## src/design/ofd_consts.vh

```
// Constants for the output fault and diagnostic parameter block
`ifndef OFD_CONSTS_VH
`define OFD_CONSTS_VH

// ----------------------------------------------------------------
// Register byte offsets
// ----------------------------------------------------------------
`define OFD_REG_UNIT_CFG   12'h000
`define OFD_REG_OC_EN      12'h004
`define OFD_REG_FAULT_MODE 12'h008
`define OFD_REG_IDLE_MD    12'h00C
`define OFD_REG_OUT_CMD    12'h010
`define OFD_REG_STATUS     12'h014
`define OFD_REG_IRQ_EN     12'h018
`define OFD_REG_IRQ_CLR    12'h01C
`define OFD_REG_OC_ERR     12'h020
`define OFD_REG_OUT_STATE  12'h024
`define OFD_REG_LINK       12'h028

// ----------------------------------------------------------------
// Unit configuration fields
// ----------------------------------------------------------------
`define OFD_CFG_CTRL_MON   0
`define OFD_CFG_OUT_MON    1
`define OFD_CFG_SC_EN      2
`define OFD_CFG_SC_MANUAL  3
`define OFD_CFG_RESET      4'h4

// ----------------------------------------------------------------
// Output substitution modes, two bits per channel
// ----------------------------------------------------------------
`define OFD_MODE_CLEAR     2'h0
`define OFD_MODE_HOLD      2'h1
`define OFD_MODE_FORCE_ON  2'h2

// ----------------------------------------------------------------
// Status and interrupt bits
// ----------------------------------------------------------------
`define OFD_ST_CTRL_SUP    0
`define OFD_ST_OUT_SUP     1
`define OFD_ST_SHORT       2
`define OFD_ST_OPEN        3
`define OFD_ST_FAULT       4
`define OFD_ST_RELOAD      5
`define OFD_ST_W           6

`endif

```

## src/design/ofd_top.v

```verilog
// Output fault, diagnostic and parameter-source logic with APB registers
//
// Contract
// With the control supply monitor on, a control supply above 29 V or below 18 V flags an error.
// With the output supply monitor on, an output supply above 29 V or below 19 V flags an error.
// Any monitor or detection switched off suppresses its error.
// Valve short detection, on by default, flags an error on a valve short.
// In automatic recovery, the default, the short error clears as soon as the short is gone.
// In manual recovery the short error stays latched until a fresh power-up; the code also clears the latch when manual mode is left.
// Open-circuit detection, off by default, flags a per-channel error for a lost valve.
// On a communication fault each channel follows its fault mode: off, hold or forced on.
// Forced on drives the channel high whatever was commanded while the fault lasts.
// During communication idle the default idle mode turns each channel off.
// Whatever idle mode the terminal picks, outputs stay off while the link is idle.
// Settings are held per unit and per channel and are writable by controller or terminal.
// A terminal write changes only the active copy, never the controller's stored copy.
// After link loss and return the controller copy replaces terminal changes.
// When normal communication resumes outputs follow the controller command again.
//
// Chosen here: the address map and the APB interface to the registers.
module ofd_top #(
  parameter CH_N = 16
) (
  // Clock and reset
  input  wire              sys_clk_i,
  input  wire              reset_n_i,
  // APB slave (controller side)
  input  wire              psel_i,
  input  wire              penable_i,
  input  wire              pwrite_i,
  input  wire [11:0]       paddr_i,
  input  wire [31:0]       pwdata_i,
  output wire              pready_o,
  output wire              pslverr_o,
  output reg  [31:0]       prdata_o,
  // Handheld terminal writes, same register layout
  input  wire              ht_wr_i,
  input  wire [11:0]       ht_addr_i,
  input  wire [31:0]       ht_wdata_i,
  // Link state (same clock domain)
  input  wire              link_up_i,
  input  wire              comm_fault_i,
  input  wire              comm_idle_i,
  // Sensor flags from pins
  input  wire              ctrl_sup_high_i,
  input  wire              ctrl_sup_low_i,
  input  wire              out_sup_high_i,
  input  wire              out_sup_low_i,
  input  wire              valve_short_i,
  input  wire [CH_N-1:0]   valve_open_i,
  // Outputs
  output reg  [CH_N-1:0]   valve_out_o,
  output wire              ctrl_sup_err_o,
  output wire              out_sup_err_o,
  output wire              short_err_o,
  output wire [CH_N-1:0]   open_err_o,
  output wire              irq_o
);

`include "ofd_consts.vh"

  // ----------------------------------------------------------------
  // Pin synchronisers
  // ----------------------------------------------------------------
  localparam SW = 5 + CH_N;
  reg  [SW-1:0] sync1_q;
  reg  [SW-1:0] sync2_q;
  always @(posedge sys_clk_i) begin
    if (!reset_n_i) begin
      sync1_q <= {SW{1'b0}};
      sync2_q <= {SW{1'b0}};
    end else begin
      sync1_q <= {valve_open_i, valve_short_i, out_sup_low_i, out_sup_high_i,
                  ctrl_sup_low_i, ctrl_sup_high_i};
      sync2_q <= sync1_q;
    end
  end
  wire            c_hi    = sync2_q[0];
  wire            c_lo    = sync2_q[1];
  wire            o_hi    = sync2_q[2];
  wire            o_lo    = sync2_q[3];
  wire            sc_pin  = sync2_q[4];
  wire [CH_N-1:0] oc_pin  = sync2_q[SW-1:5];

  // ----------------------------------------------------------------
  // Parameter copies: controller-stored and active
  // ----------------------------------------------------------------
  reg  [3:0]        plc_cfg_q;
  reg  [CH_N-1:0]   plc_oc_q;
  reg  [2*CH_N-1:0] plc_fmd_q;
  reg  [2*CH_N-1:0] plc_imd_q;
  reg  [3:0]        act_cfg_q;
  reg  [CH_N-1:0]   act_oc_q;
  reg  [2*CH_N-1:0] act_fmd_q;
  reg  [2*CH_N-1:0] act_imd_q;
  reg  [CH_N-1:0]   cmd_q;
  reg  [CH_N-1:0]   held_q;
  reg  [CH_N-1:0]   irq_en_q;
  reg  [`OFD_ST_W-1:0] status_q;
  reg               link_q;
  reg               sc_latch_q;

  // ----------------------------------------------------------------
  // Write decode
  // ----------------------------------------------------------------
  wire apb_wr = psel_i & penable_i & pwrite_i;
  wire apb_rd = psel_i & penable_i & ~pwrite_i;
  wire link_back = link_up_i & ~link_q;

  wire a_cfg  = (paddr_i == `OFD_REG_UNIT_CFG);
  wire a_oc   = (paddr_i == `OFD_REG_OC_EN);
  wire a_fmd  = (paddr_i == `OFD_REG_FAULT_MODE);
  wire a_imd  = (paddr_i == `OFD_REG_IDLE_MD);
  wire h_cfg  = (ht_addr_i == `OFD_REG_UNIT_CFG);
  wire h_oc   = (ht_addr_i == `OFD_REG_OC_EN);
  wire h_fmd  = (ht_addr_i == `OFD_REG_FAULT_MODE);
  wire h_imd  = (ht_addr_i == `OFD_REG_IDLE_MD);

  // ----------------------------------------------------------------
  // Controller copy
  // ----------------------------------------------------------------
  // Only the bus writes it, so terminal edits never leak back
  always @(posedge sys_clk_i) begin
    if (!reset_n_i) begin
      plc_cfg_q <= `OFD_CFG_RESET;
      plc_oc_q  <= {CH_N{1'b0}};
      plc_fmd_q <= {2*CH_N{1'b0}};
      plc_imd_q <= {2*CH_N{1'b0}};
      cmd_q     <= {CH_N{1'b0}};
      irq_en_q  <= {CH_N{1'b0}};
      link_q    <= 1'b0;
    end else begin
      link_q <= link_up_i;
      if (apb_wr && a_cfg) begin
        plc_cfg_q <= pwdata_i[3:0];
      end
      if (apb_wr && a_oc) begin
        plc_oc_q <= pwdata_i[CH_N-1:0];
      end
      if (apb_wr && a_fmd) begin
        plc_fmd_q <= pwdata_i[2*CH_N-1:0];
      end
      if (apb_wr && a_imd) begin
        plc_imd_q <= pwdata_i[2*CH_N-1:0];
      end
      if (apb_wr && (paddr_i == `OFD_REG_OUT_CMD)) begin
        cmd_q <= pwdata_i[CH_N-1:0];
      end
      if (apb_wr && (paddr_i == `OFD_REG_IRQ_EN)) begin
        irq_en_q <= pwdata_i[CH_N-1:0];
      end
    end
  end

  // ----------------------------------------------------------------
  // Active copy
  // ----------------------------------------------------------------
  // Bus wins over terminal on a same-cycle collision; a link return
  // reloads the controller copy over both, as that copy is the reference
  always @(posedge sys_clk_i) begin
    if (!reset_n_i) begin
      act_cfg_q <= `OFD_CFG_RESET;
      act_oc_q  <= {CH_N{1'b0}};
      act_fmd_q <= {2*CH_N{1'b0}};
      act_imd_q <= {2*CH_N{1'b0}};
    end else if (link_back) begin
      act_cfg_q <= plc_cfg_q;
      act_oc_q  <= plc_oc_q;
      act_fmd_q <= plc_fmd_q;
      act_imd_q <= plc_imd_q;
    end else begin
      if (apb_wr && a_cfg) begin
        act_cfg_q <= pwdata_i[3:0];
      end else if (ht_wr_i && h_cfg) begin
        act_cfg_q <= ht_wdata_i[3:0];
      end
      if (apb_wr && a_oc) begin
        act_oc_q <= pwdata_i[CH_N-1:0];
      end else if (ht_wr_i && h_oc) begin
        act_oc_q <= ht_wdata_i[CH_N-1:0];
      end
      if (apb_wr && a_fmd) begin
        act_fmd_q <= pwdata_i[2*CH_N-1:0];
      end else if (ht_wr_i && h_fmd) begin
        act_fmd_q <= ht_wdata_i[2*CH_N-1:0];
      end
      if (apb_wr && a_imd) begin
        act_imd_q <= pwdata_i[2*CH_N-1:0];
      end else if (ht_wr_i && h_imd) begin
        act_imd_q <= ht_wdata_i[2*CH_N-1:0];
      end
    end
  end

  // ----------------------------------------------------------------
  // Diagnostics
  // ----------------------------------------------------------------
  wire ctrl_supply_monitor_en = act_cfg_q[`OFD_CFG_CTRL_MON];
  wire out_supply_monitor_en  = act_cfg_q[`OFD_CFG_OUT_MON];
  wire valve_short_detect_en  = act_cfg_q[`OFD_CFG_SC_EN];
  wire short_recovery_mode    = act_cfg_q[`OFD_CFG_SC_MANUAL];

  assign ctrl_sup_err_o = ctrl_supply_monitor_en & (c_hi | c_lo);
  assign out_sup_err_o  = out_supply_monitor_en & (o_hi | o_lo);
  assign open_err_o     = act_oc_q & oc_pin;

  // ----------------------------------------------------------------
  // Short-circuit recovery
  // ----------------------------------------------------------------
  // In manual mode the latch only clears with reset, which stands for power-up;
  // leaving manual mode drops it, as automatic recovery then applies
  always @(posedge sys_clk_i) begin
    if (!reset_n_i) begin
      sc_latch_q <= 1'b0;
    end else if (valve_short_detect_en && sc_pin && short_recovery_mode) begin
      sc_latch_q <= 1'b1;
    end else if (!short_recovery_mode) begin
      sc_latch_q <= 1'b0;
    end
  end
  assign short_err_o = valve_short_detect_en & (sc_pin | sc_latch_q);

  // ----------------------------------------------------------------
  // Output substitution
  // ----------------------------------------------------------------
  genvar g;
  generate
    for (g = 0; g < CH_N; g = g + 1) begin : g_ch
      // Held value only follows normal traffic, so a fault replays the last good command
      wire [1:0] comm_fault_output_mode = act_fmd_q[2*g+1:2*g];
      always @(posedge sys_clk_i) begin
        if (!reset_n_i) begin
          valve_out_o[g] <= 1'b0;
          held_q[g]      <= 1'b0;
        end else if (comm_fault_i) begin
          if (comm_fault_output_mode == `OFD_MODE_FORCE_ON) begin
            valve_out_o[g] <= 1'b1;
          end else if (comm_fault_output_mode == `OFD_MODE_HOLD) begin
            valve_out_o[g] <= held_q[g];
          end else begin
            valve_out_o[g] <= 1'b0;
          end
        end else if (comm_idle_i) begin
          // Idle mode register is stored but ignored by design
          valve_out_o[g] <= 1'b0;
        end else begin
          valve_out_o[g] <= cmd_q[g];
          held_q[g]      <= cmd_q[g];
        end
      end
    end
  endgenerate

  // ----------------------------------------------------------------
  // Sticky status and interrupt
  // ----------------------------------------------------------------
  wire [`OFD_ST_W-1:0] ev = {link_back, comm_fault_i, |open_err_o, short_err_o,
                             out_sup_err_o, ctrl_sup_err_o};
  wire [`OFD_ST_W-1:0] clr = (apb_wr && (paddr_i == `OFD_REG_IRQ_CLR)) ?
                             pwdata_i[`OFD_ST_W-1:0] : {`OFD_ST_W{1'b0}};
  // Set wins over a same-cycle clear so no event is lost
  always @(posedge sys_clk_i) begin
    if (!reset_n_i) begin
      status_q <= {`OFD_ST_W{1'b0}};
    end else begin
      status_q <= (status_q & ~clr) | ev;
    end
  end
  assign irq_o = |(status_q & irq_en_q[`OFD_ST_W-1:0]);

  // ----------------------------------------------------------------
  // APB read path
  // ----------------------------------------------------------------
  // Zero wait states: every access completes in its first access cycle
  assign pready_o  = 1'b1;
  assign pslverr_o = 1'b0;
  // Unmapped and write-only offsets read as zero
  always @* begin
    prdata_o = 32'h0000_0000;
    if (apb_rd) begin
      if (a_cfg) begin
        prdata_o[3:0] = act_cfg_q;
      end else if (a_oc) begin
        prdata_o[CH_N-1:0] = act_oc_q;
      end else if (a_fmd) begin
        prdata_o[2*CH_N-1:0] = act_fmd_q;
      end else if (a_imd) begin
        prdata_o[2*CH_N-1:0] = act_imd_q;
      end else if (paddr_i == `OFD_REG_OUT_CMD) begin
        prdata_o[CH_N-1:0] = cmd_q;
      end else if (paddr_i == `OFD_REG_STATUS) begin
        prdata_o[`OFD_ST_W-1:0] = status_q;
      end else if (paddr_i == `OFD_REG_IRQ_EN) begin
        prdata_o[CH_N-1:0] = irq_en_q;
      end else if (paddr_i == `OFD_REG_OC_ERR) begin
        prdata_o[CH_N-1:0] = open_err_o;
      end else if (paddr_i == `OFD_REG_OUT_STATE) begin
        prdata_o[CH_N-1:0] = valve_out_o;
      end else if (paddr_i == `OFD_REG_LINK) begin
        prdata_o[2:0] = {comm_idle_i, comm_fault_i, link_up_i};
      end
    end
  end

endmodule

```

## config.mk

```make
export PLATFORM = sky130hd
export DESIGN_NAME = ofd_top
export DESIGN_NICKNAME = d
export VERILOG_FILES = /design/src/design/ofd_top.v
export VERILOG_INCLUDE_DIRS = /design/src /design/src/design
export SDC_FILE = /design/constraint.sdc
export NUM_CORES = 1
export LEC_CHECK = 0
export ABC_AREA = 1
export BUFFER_PORTS_ARGS = -buffer_cell sky130_fd_sc_hd__buf_4
export CORE_MARGIN = 1.5
export CORE_UTILIZATION = 52
export CTS_CLUSTER_DIAMETER = 150
export DETAILED_ROUTE_END_ITERATION = 10
export PLACE_DENSITY_LB_ADDON = 0.05
export SYNTH_ARGS = -nofsm -noshare
export SYNTH_HDL_FRONTEND = slang
export SYNTH_SLANG_ARGS = --single-unit
```

## constraint.sdc

```tcl
create_clock -name sys_clk_i -period 1.5 [get_ports sys_clk_i]
set_input_delay 0.075 -clock sys_clk_i [delete_from_list [all_inputs] [get_ports sys_clk_i]]
set_output_delay 0.075 -clock sys_clk_i [all_outputs]
set_load 0.02 [all_outputs]
```

After elaboration in Yosys (flattened, before gate mapping)
Cells that the tools add are included.
{ "totals": {"register_bits": 282} }
{ "op_classes": {"bitwise": 19, "n_reduce_logical": 22, "eq_ne": 46, "mux": 95} }
{ "op_table": {"columns": ["operator", "count"], "rows": [
  ["2-to-1 mux 32 bit", 8],
  ["2-to-1 mux 16 bit", 10],
  ["2-to-1 mux 1 bit", 66],
  ["== test 12 x 4 -> 1 bit (second input constant)", 4],
  ["== test 12 x 5 -> 1 bit (second input constant)", 4],
  ["== test 12 x 6 -> 1 bit (second input constant)", 3],
  ["== test 2 x 1 -> 1 bit (second input constant)", 16],
  ["== test 2 bit (second input constant)", 16],
  ["2-to-1 mux 28 bit", 1],
  ["== test 12 x 3 -> 1 bit (second input constant)", 2],
  ["zero test 12 bit", 2],
  ["bitwise AND 16 bit", 1],
  ["2-to-1 mux 4 bit", 4],
  ["OR reduction 16 bit", 1],
  ["logical AND 1 bit", 13],
  ["2-to-1 mux 13 bit", 1],
  ["bitwise AND 6 bit", 2],
  ["2-to-1 mux 6 bit", 2],
  ["nonzero test 3 bit", 4],
  ["2-to-1 mux 10 bit", 1],
  ["bitwise AND 1 bit", 7],
  ["2-to-1 mux 3 bit", 2],
  ["NOT 6 bit", 1],
  ["OR 6 bit", 1],
  ["other kinds (5)", 10]
]} }

Depth between registers and ports, before layout
{ "depth": {"depth_word": 12, "depth_mapped": 13, "depth_no_buf": 12} }

Worst setup path before layout
OpenSTA, ideal clock, no wires.
{ "synth_path": {"kind": "in2out", "startpoint": "in paddr_i[9]", "endpoint": "out prdata_o[21]", "required_ns": 1.425, "arrival_ns": 1.764, "path_stages": 12, "path_slack_ns": -0.339, "cell_sequence": "nor2_1 -> nand2_1 -> nor2_1 -> buf_4 -> nand2_4 -> inv_1 -> nand2_2 -> nand2_1 -> inv_1 -> nand2_1 -> buf_2 -> a211oi_1"} }
{ "synth_between": {"elab_chain_cells": 6, "elab_cells_between_ends": 9} }
{ "synth_lines": {"columns": ["item", "line", "rtl"], "rows": [
  ["start, declared", "ofd_top.v:31", "input wire [11:0] paddr_i,"],
  ["== test 12 x 4 -> 1 bit (no source line)", null, null],
  ["2-to-1 mux 16 bit", "ofd_top.v:287", "end else if (a_imd) begin"],
  ["2-to-1 mux 32 bit", "ofd_top.v:285", "end else if (a_fmd) begin"],
  ["2-to-1 mux 16 bit", "ofd_top.v:283", "end else if (a_oc) begin"],
  ["2-to-1 mux 28 bit (*)", "ofd_top.v:281", "if (a_cfg) begin"],
  ["2-to-1 mux 32 bit (*)", "ofd_top.v:280", "if (apb_rd) begin"],
  ["end, declared", "ofd_top.v:35", "output reg [31:0] prdata_o,"]
]} }
Every way passes the cells marked *; elsewhere a longest branch is shown, timed or not.

Final worst setup path
{ "layout_path": {"startpoint": "in paddr_i[8]", "endpoint": "out prdata_o[5]"} }
{ "layout_between": {"elab_chain_cells": 11, "elab_cells_between_ends": 19} }
{ "layout_lines": {"columns": ["item", "line", "rtl"], "rows": [
  ["== test 12 x 6 -> 1 bit (no source line)", null, null],
  ["2-to-1 mux 13 bit", "ofd_top.v:297", "end else if (paddr_i == `OFD_REG_OUT_STATE) begin"],
  ["2-to-1 mux 16 bit", "ofd_top.v:295", "end else if (paddr_i == `OFD_REG_OC_ERR) begin"],
  ["2-to-1 mux 16 bit", "ofd_top.v:293", "end else if (paddr_i == `OFD_REG_IRQ_EN) begin"],
  ["2-to-1 mux 6 bit", "ofd_top.v:291", "end else if (paddr_i == `OFD_REG_STATUS) begin"],
  ["2-to-1 mux 16 bit", "ofd_top.v:289", "end else if (paddr_i == `OFD_REG_OUT_CMD) begin"],
  ["2-to-1 mux 16 bit", "ofd_top.v:287", null],
  ["2-to-1 mux 32 bit", "ofd_top.v:285", null],
  ["2-to-1 mux 16 bit", "ofd_top.v:283", null],
  ["2-to-1 mux 28 bit (*)", "ofd_top.v:281", null],
  ["2-to-1 mux 32 bit (*)", "ofd_top.v:280", null]
]} }
Marked as above.

==> flow_summary.toml <==
[min_path]
hp-class = "primary input to flip-flop"
min_path_cells = 5
hold_end = "act_fmd_q[12]"
min_from = "ht_wdata_i[12]"

[floorplan]
core.rowCount = 57
start_util_pct = 52.88
fp.dieH_um = 160.3
die_width_um = 160.3
dieArea_um2 = 25680
io_pins = 188
coreArea_um2 = 24320

[critical_path]
cp_max_fo = 4
start_kind = "primary input"
cp_data_arrival_time_ns = 1.77
r2r_end = "act_imd_q[31]"
r2r_cells = 6
crit_type = "primary input to primary output"
crit_required_ns = 1.42
end_kind = "primary output"
worst-r2r-setup-slack_ns = 0.08
r2r-start = "link_q"

[sta]
tightestPinTransition_ns = 0.6562
fmax_mhz = 542.3
period_share_pct = 122.9
hold_violations = 0
rsz0062_at_grt = "true"
relSlewSlack_pct = 56.21
finClkSkew_ns = 0.009477
setup_viol = 78
whs_ns = 0.01073
setup_ws_ns = -0.3440
final_max_slew_viol_count = 0
period_needed_ns = 1.844
setup_tns_ns = -11.65

[pwr]
total_power_mw = 18.06
leakagePower_nw = 8.536
p_sw_share_pct = 24.82
internal-power_mw = 13.58
p_switching_mw = 4.484
power_density_nw_per_um2 = 925.5
ir_worst_vdd_uv = 911.6
combinationalPowerShare_pct = 11.1
power.share.clock_pct = 44.5
seq_power_share_pct = 44.5

[clock_tree]
cts-root-buf = "clkbuf_16"
cts_tree = "yes"
cts.clk_slew.worst_paths_ns = 0.06
ctsLongestPathBuffers = 3
cts.sink_count = 282
cts-buffers-inserted = 30
htreeDepth = 1
clk_latency_ns = 0.56

[detailed_routing]
detail-route-antenna-nets = 0
vias = 15040
drc = 0
drt-pass1-iter-count = 8
wirelength_um = 51740
detail_route.wl_per_cell_um = 19.60
viasPerCell = 5.697
drtIter0Drc = 1579

[grt]
grt_pass1_wl_um = 75530
grt.overflow.total = 0
antenna_found_initial = 0
grt_max_degree = 86
grt_pass1_vias = 13490
track_usage_pct = 37.47

[status]
status = "complete, but fails checks"
violations = "negative setup slack"

[run]
drv_cap = 0

[cells_and_area]
layout_commonest_cell = "nand2_1"
finalInstanceArea_um2 = 19520
layout_common_cells = "nand2_1 (496), buf_4 (354), dfxtp_1 (239)"
layout-drive-gt1-share_pct = 31.33
syn2layout_area_growth_pct = 51.78
fill_cells = 1644
nNetsFinal = 2410

[placed_design]
gp_congestion = 0.9153
placed_cell_area_um2 = 16010
place_hpwl_um = 33010
port_buffers = 185

[logic_synthesis]
ys_warn_count = 0
synth_edf_count = 0
syn_avg_cell_area_um2 = 6.918
synth_area_um2 = 12860
synth-main-ff-cell = "dfxtp_1"
synth_seq_cells = 282
syn-num-nets = 1977
synth_cells = 1859
seq_area_frac_synth_pct = 43.90
async_reset_ff_share_pct = 0
synthDistinctLibCells = 40
timing repair:
action                                  CTS  global route
gates resized for setup                 195           145
gates cloned                              6            10
buffers inserted                         28            27
endpoints found under the hold margin   216             0
endpoints found under the setup margin   37            60
pin swaps                                51            57
hold buffers                             78             0
layer usage:
| layer | global-route usage, % | up-vias | routed length [um] |
|---|---|---|---|
| met5 | 0 | - | 0 |
| li1 | - | 7004 | - |
| met1 | 54.01 | 6983 | 21460 |
| met2 | 55.97 | 941 | 22720 |
| met3 | 9.221 | 112 | 6305 |
| met4 | 9.431 | 0 | 1250 |
synthesized netlist by cell type (17+ instances only):
cell	instances	area share [%]
a31oi_1	68	3.3
nor2_1	88	2.6
a211oi_1	17	0.99
nand2_1	532	16
buf_2	22	0.86
dfxtp_1	282	44
inv_1	182	5.3
nand3_1	38	1.5
clkbuf_1	78	2.3
a21oi_1	175	6.8
o211ai_1	25	1.5
o21ai_0	216	8.4
nand4_1	25	1.2
flip-flops by register name (all words and copies together), names as in the netlist:
register,count
act_cfg_q,4
act_fmd_q,32
act_imd_q,32
act_oc_q,16
cmd_q,16
held_q,16
irq_en_q,16
link_q,1
plc_cfg_q,4
plc_fmd_q,32
plc_imd_q,32
plc_oc_q,16
sc_latch_q,1
status_q,6
sync1_q,21
sync2_q,21
valve_out_o,16
how the worst max path moves through the flow:
stage | slack, ns | from | end | cells after the start
floorplan | -0.12 | paddr_i[9] | prdata_o[21] | 12
global placement | -0.35 | paddr_i[6] | prdata_o[5] | 15
detailed placement | -0.37 | paddr_i[8] | prdata_o[8] | 11
CTS | -0.30 | act_oc_q[3] | prdata_o[3] | 7
global route | -0.40 | paddr_i[9] | prdata_o[6] | 13
finish | -0.34 | paddr_i[8] | prdata_o[5] | 13
cell type report:
class                           count  area (um2)  area share [%]
Multi-Input combinational cell   1271        6753           34.60
Sequential cell                   282        5724           29.33
Timing Repair Buffer              519        4825           24.72
Clock buffer                       44       894.6           4.583
Inverter                          188       737.0           3.776
Tap cell                          324       405.4           2.077
Clock inverter                     10       175.2          0.8974
Antenna cell                        2       5.005         0.02564
power by group through the flow:
stage               combinational (mW)  sequential, mW  clock [mW]
global placement                  1.55            8.12           0
finish                            2.00            8.03        8.03
floorplan                        0.777            8.00           0
CTS                               1.81            7.99        8.04
detailed placement                1.57            8.12           0
global route                      2.13            8.04        8.38
worst max-delay path, cell delays in order:
cell and delay, ns:
buf_6 0.10, nor2_4 0.12, nand2_4 0.10, nor3_4 0.21, buf_6 0.15, nand3_4 0.11
buf_4 0.17, o21ai_1 0.12, nor2_1 0.08, o21bai_1 0.15, nand2_1 0.10, a21oi_4 0.16
buf_6 0.14
stage by stage:
step	setup WS, ns	util, %	cells
6_report	-0.3440	80.26	2640
5_1_grt	-0.4021	80.24	2638
4_1_cts	-0.2963	77.06	2605
3_5_place_dp	-0.3695	65.82	2439
3_3_place_gp	-0.3542	65.82	2439
2_1_floorplan	-0.1222	-	1859
cell families (layout without fill, tap and decap cells):
family                 Yosys count  after routing  synth area share, %
other                            2              4              0.05840
buffers and inverters          306            761                9.525
AO/OA/AOI/OAI                  534            534                22.58
flip-flops                     282            282                43.90
AND/OR/NAND/NOR                735            735                23.93
No activity file was read; power rests on OpenSTA's default activity.
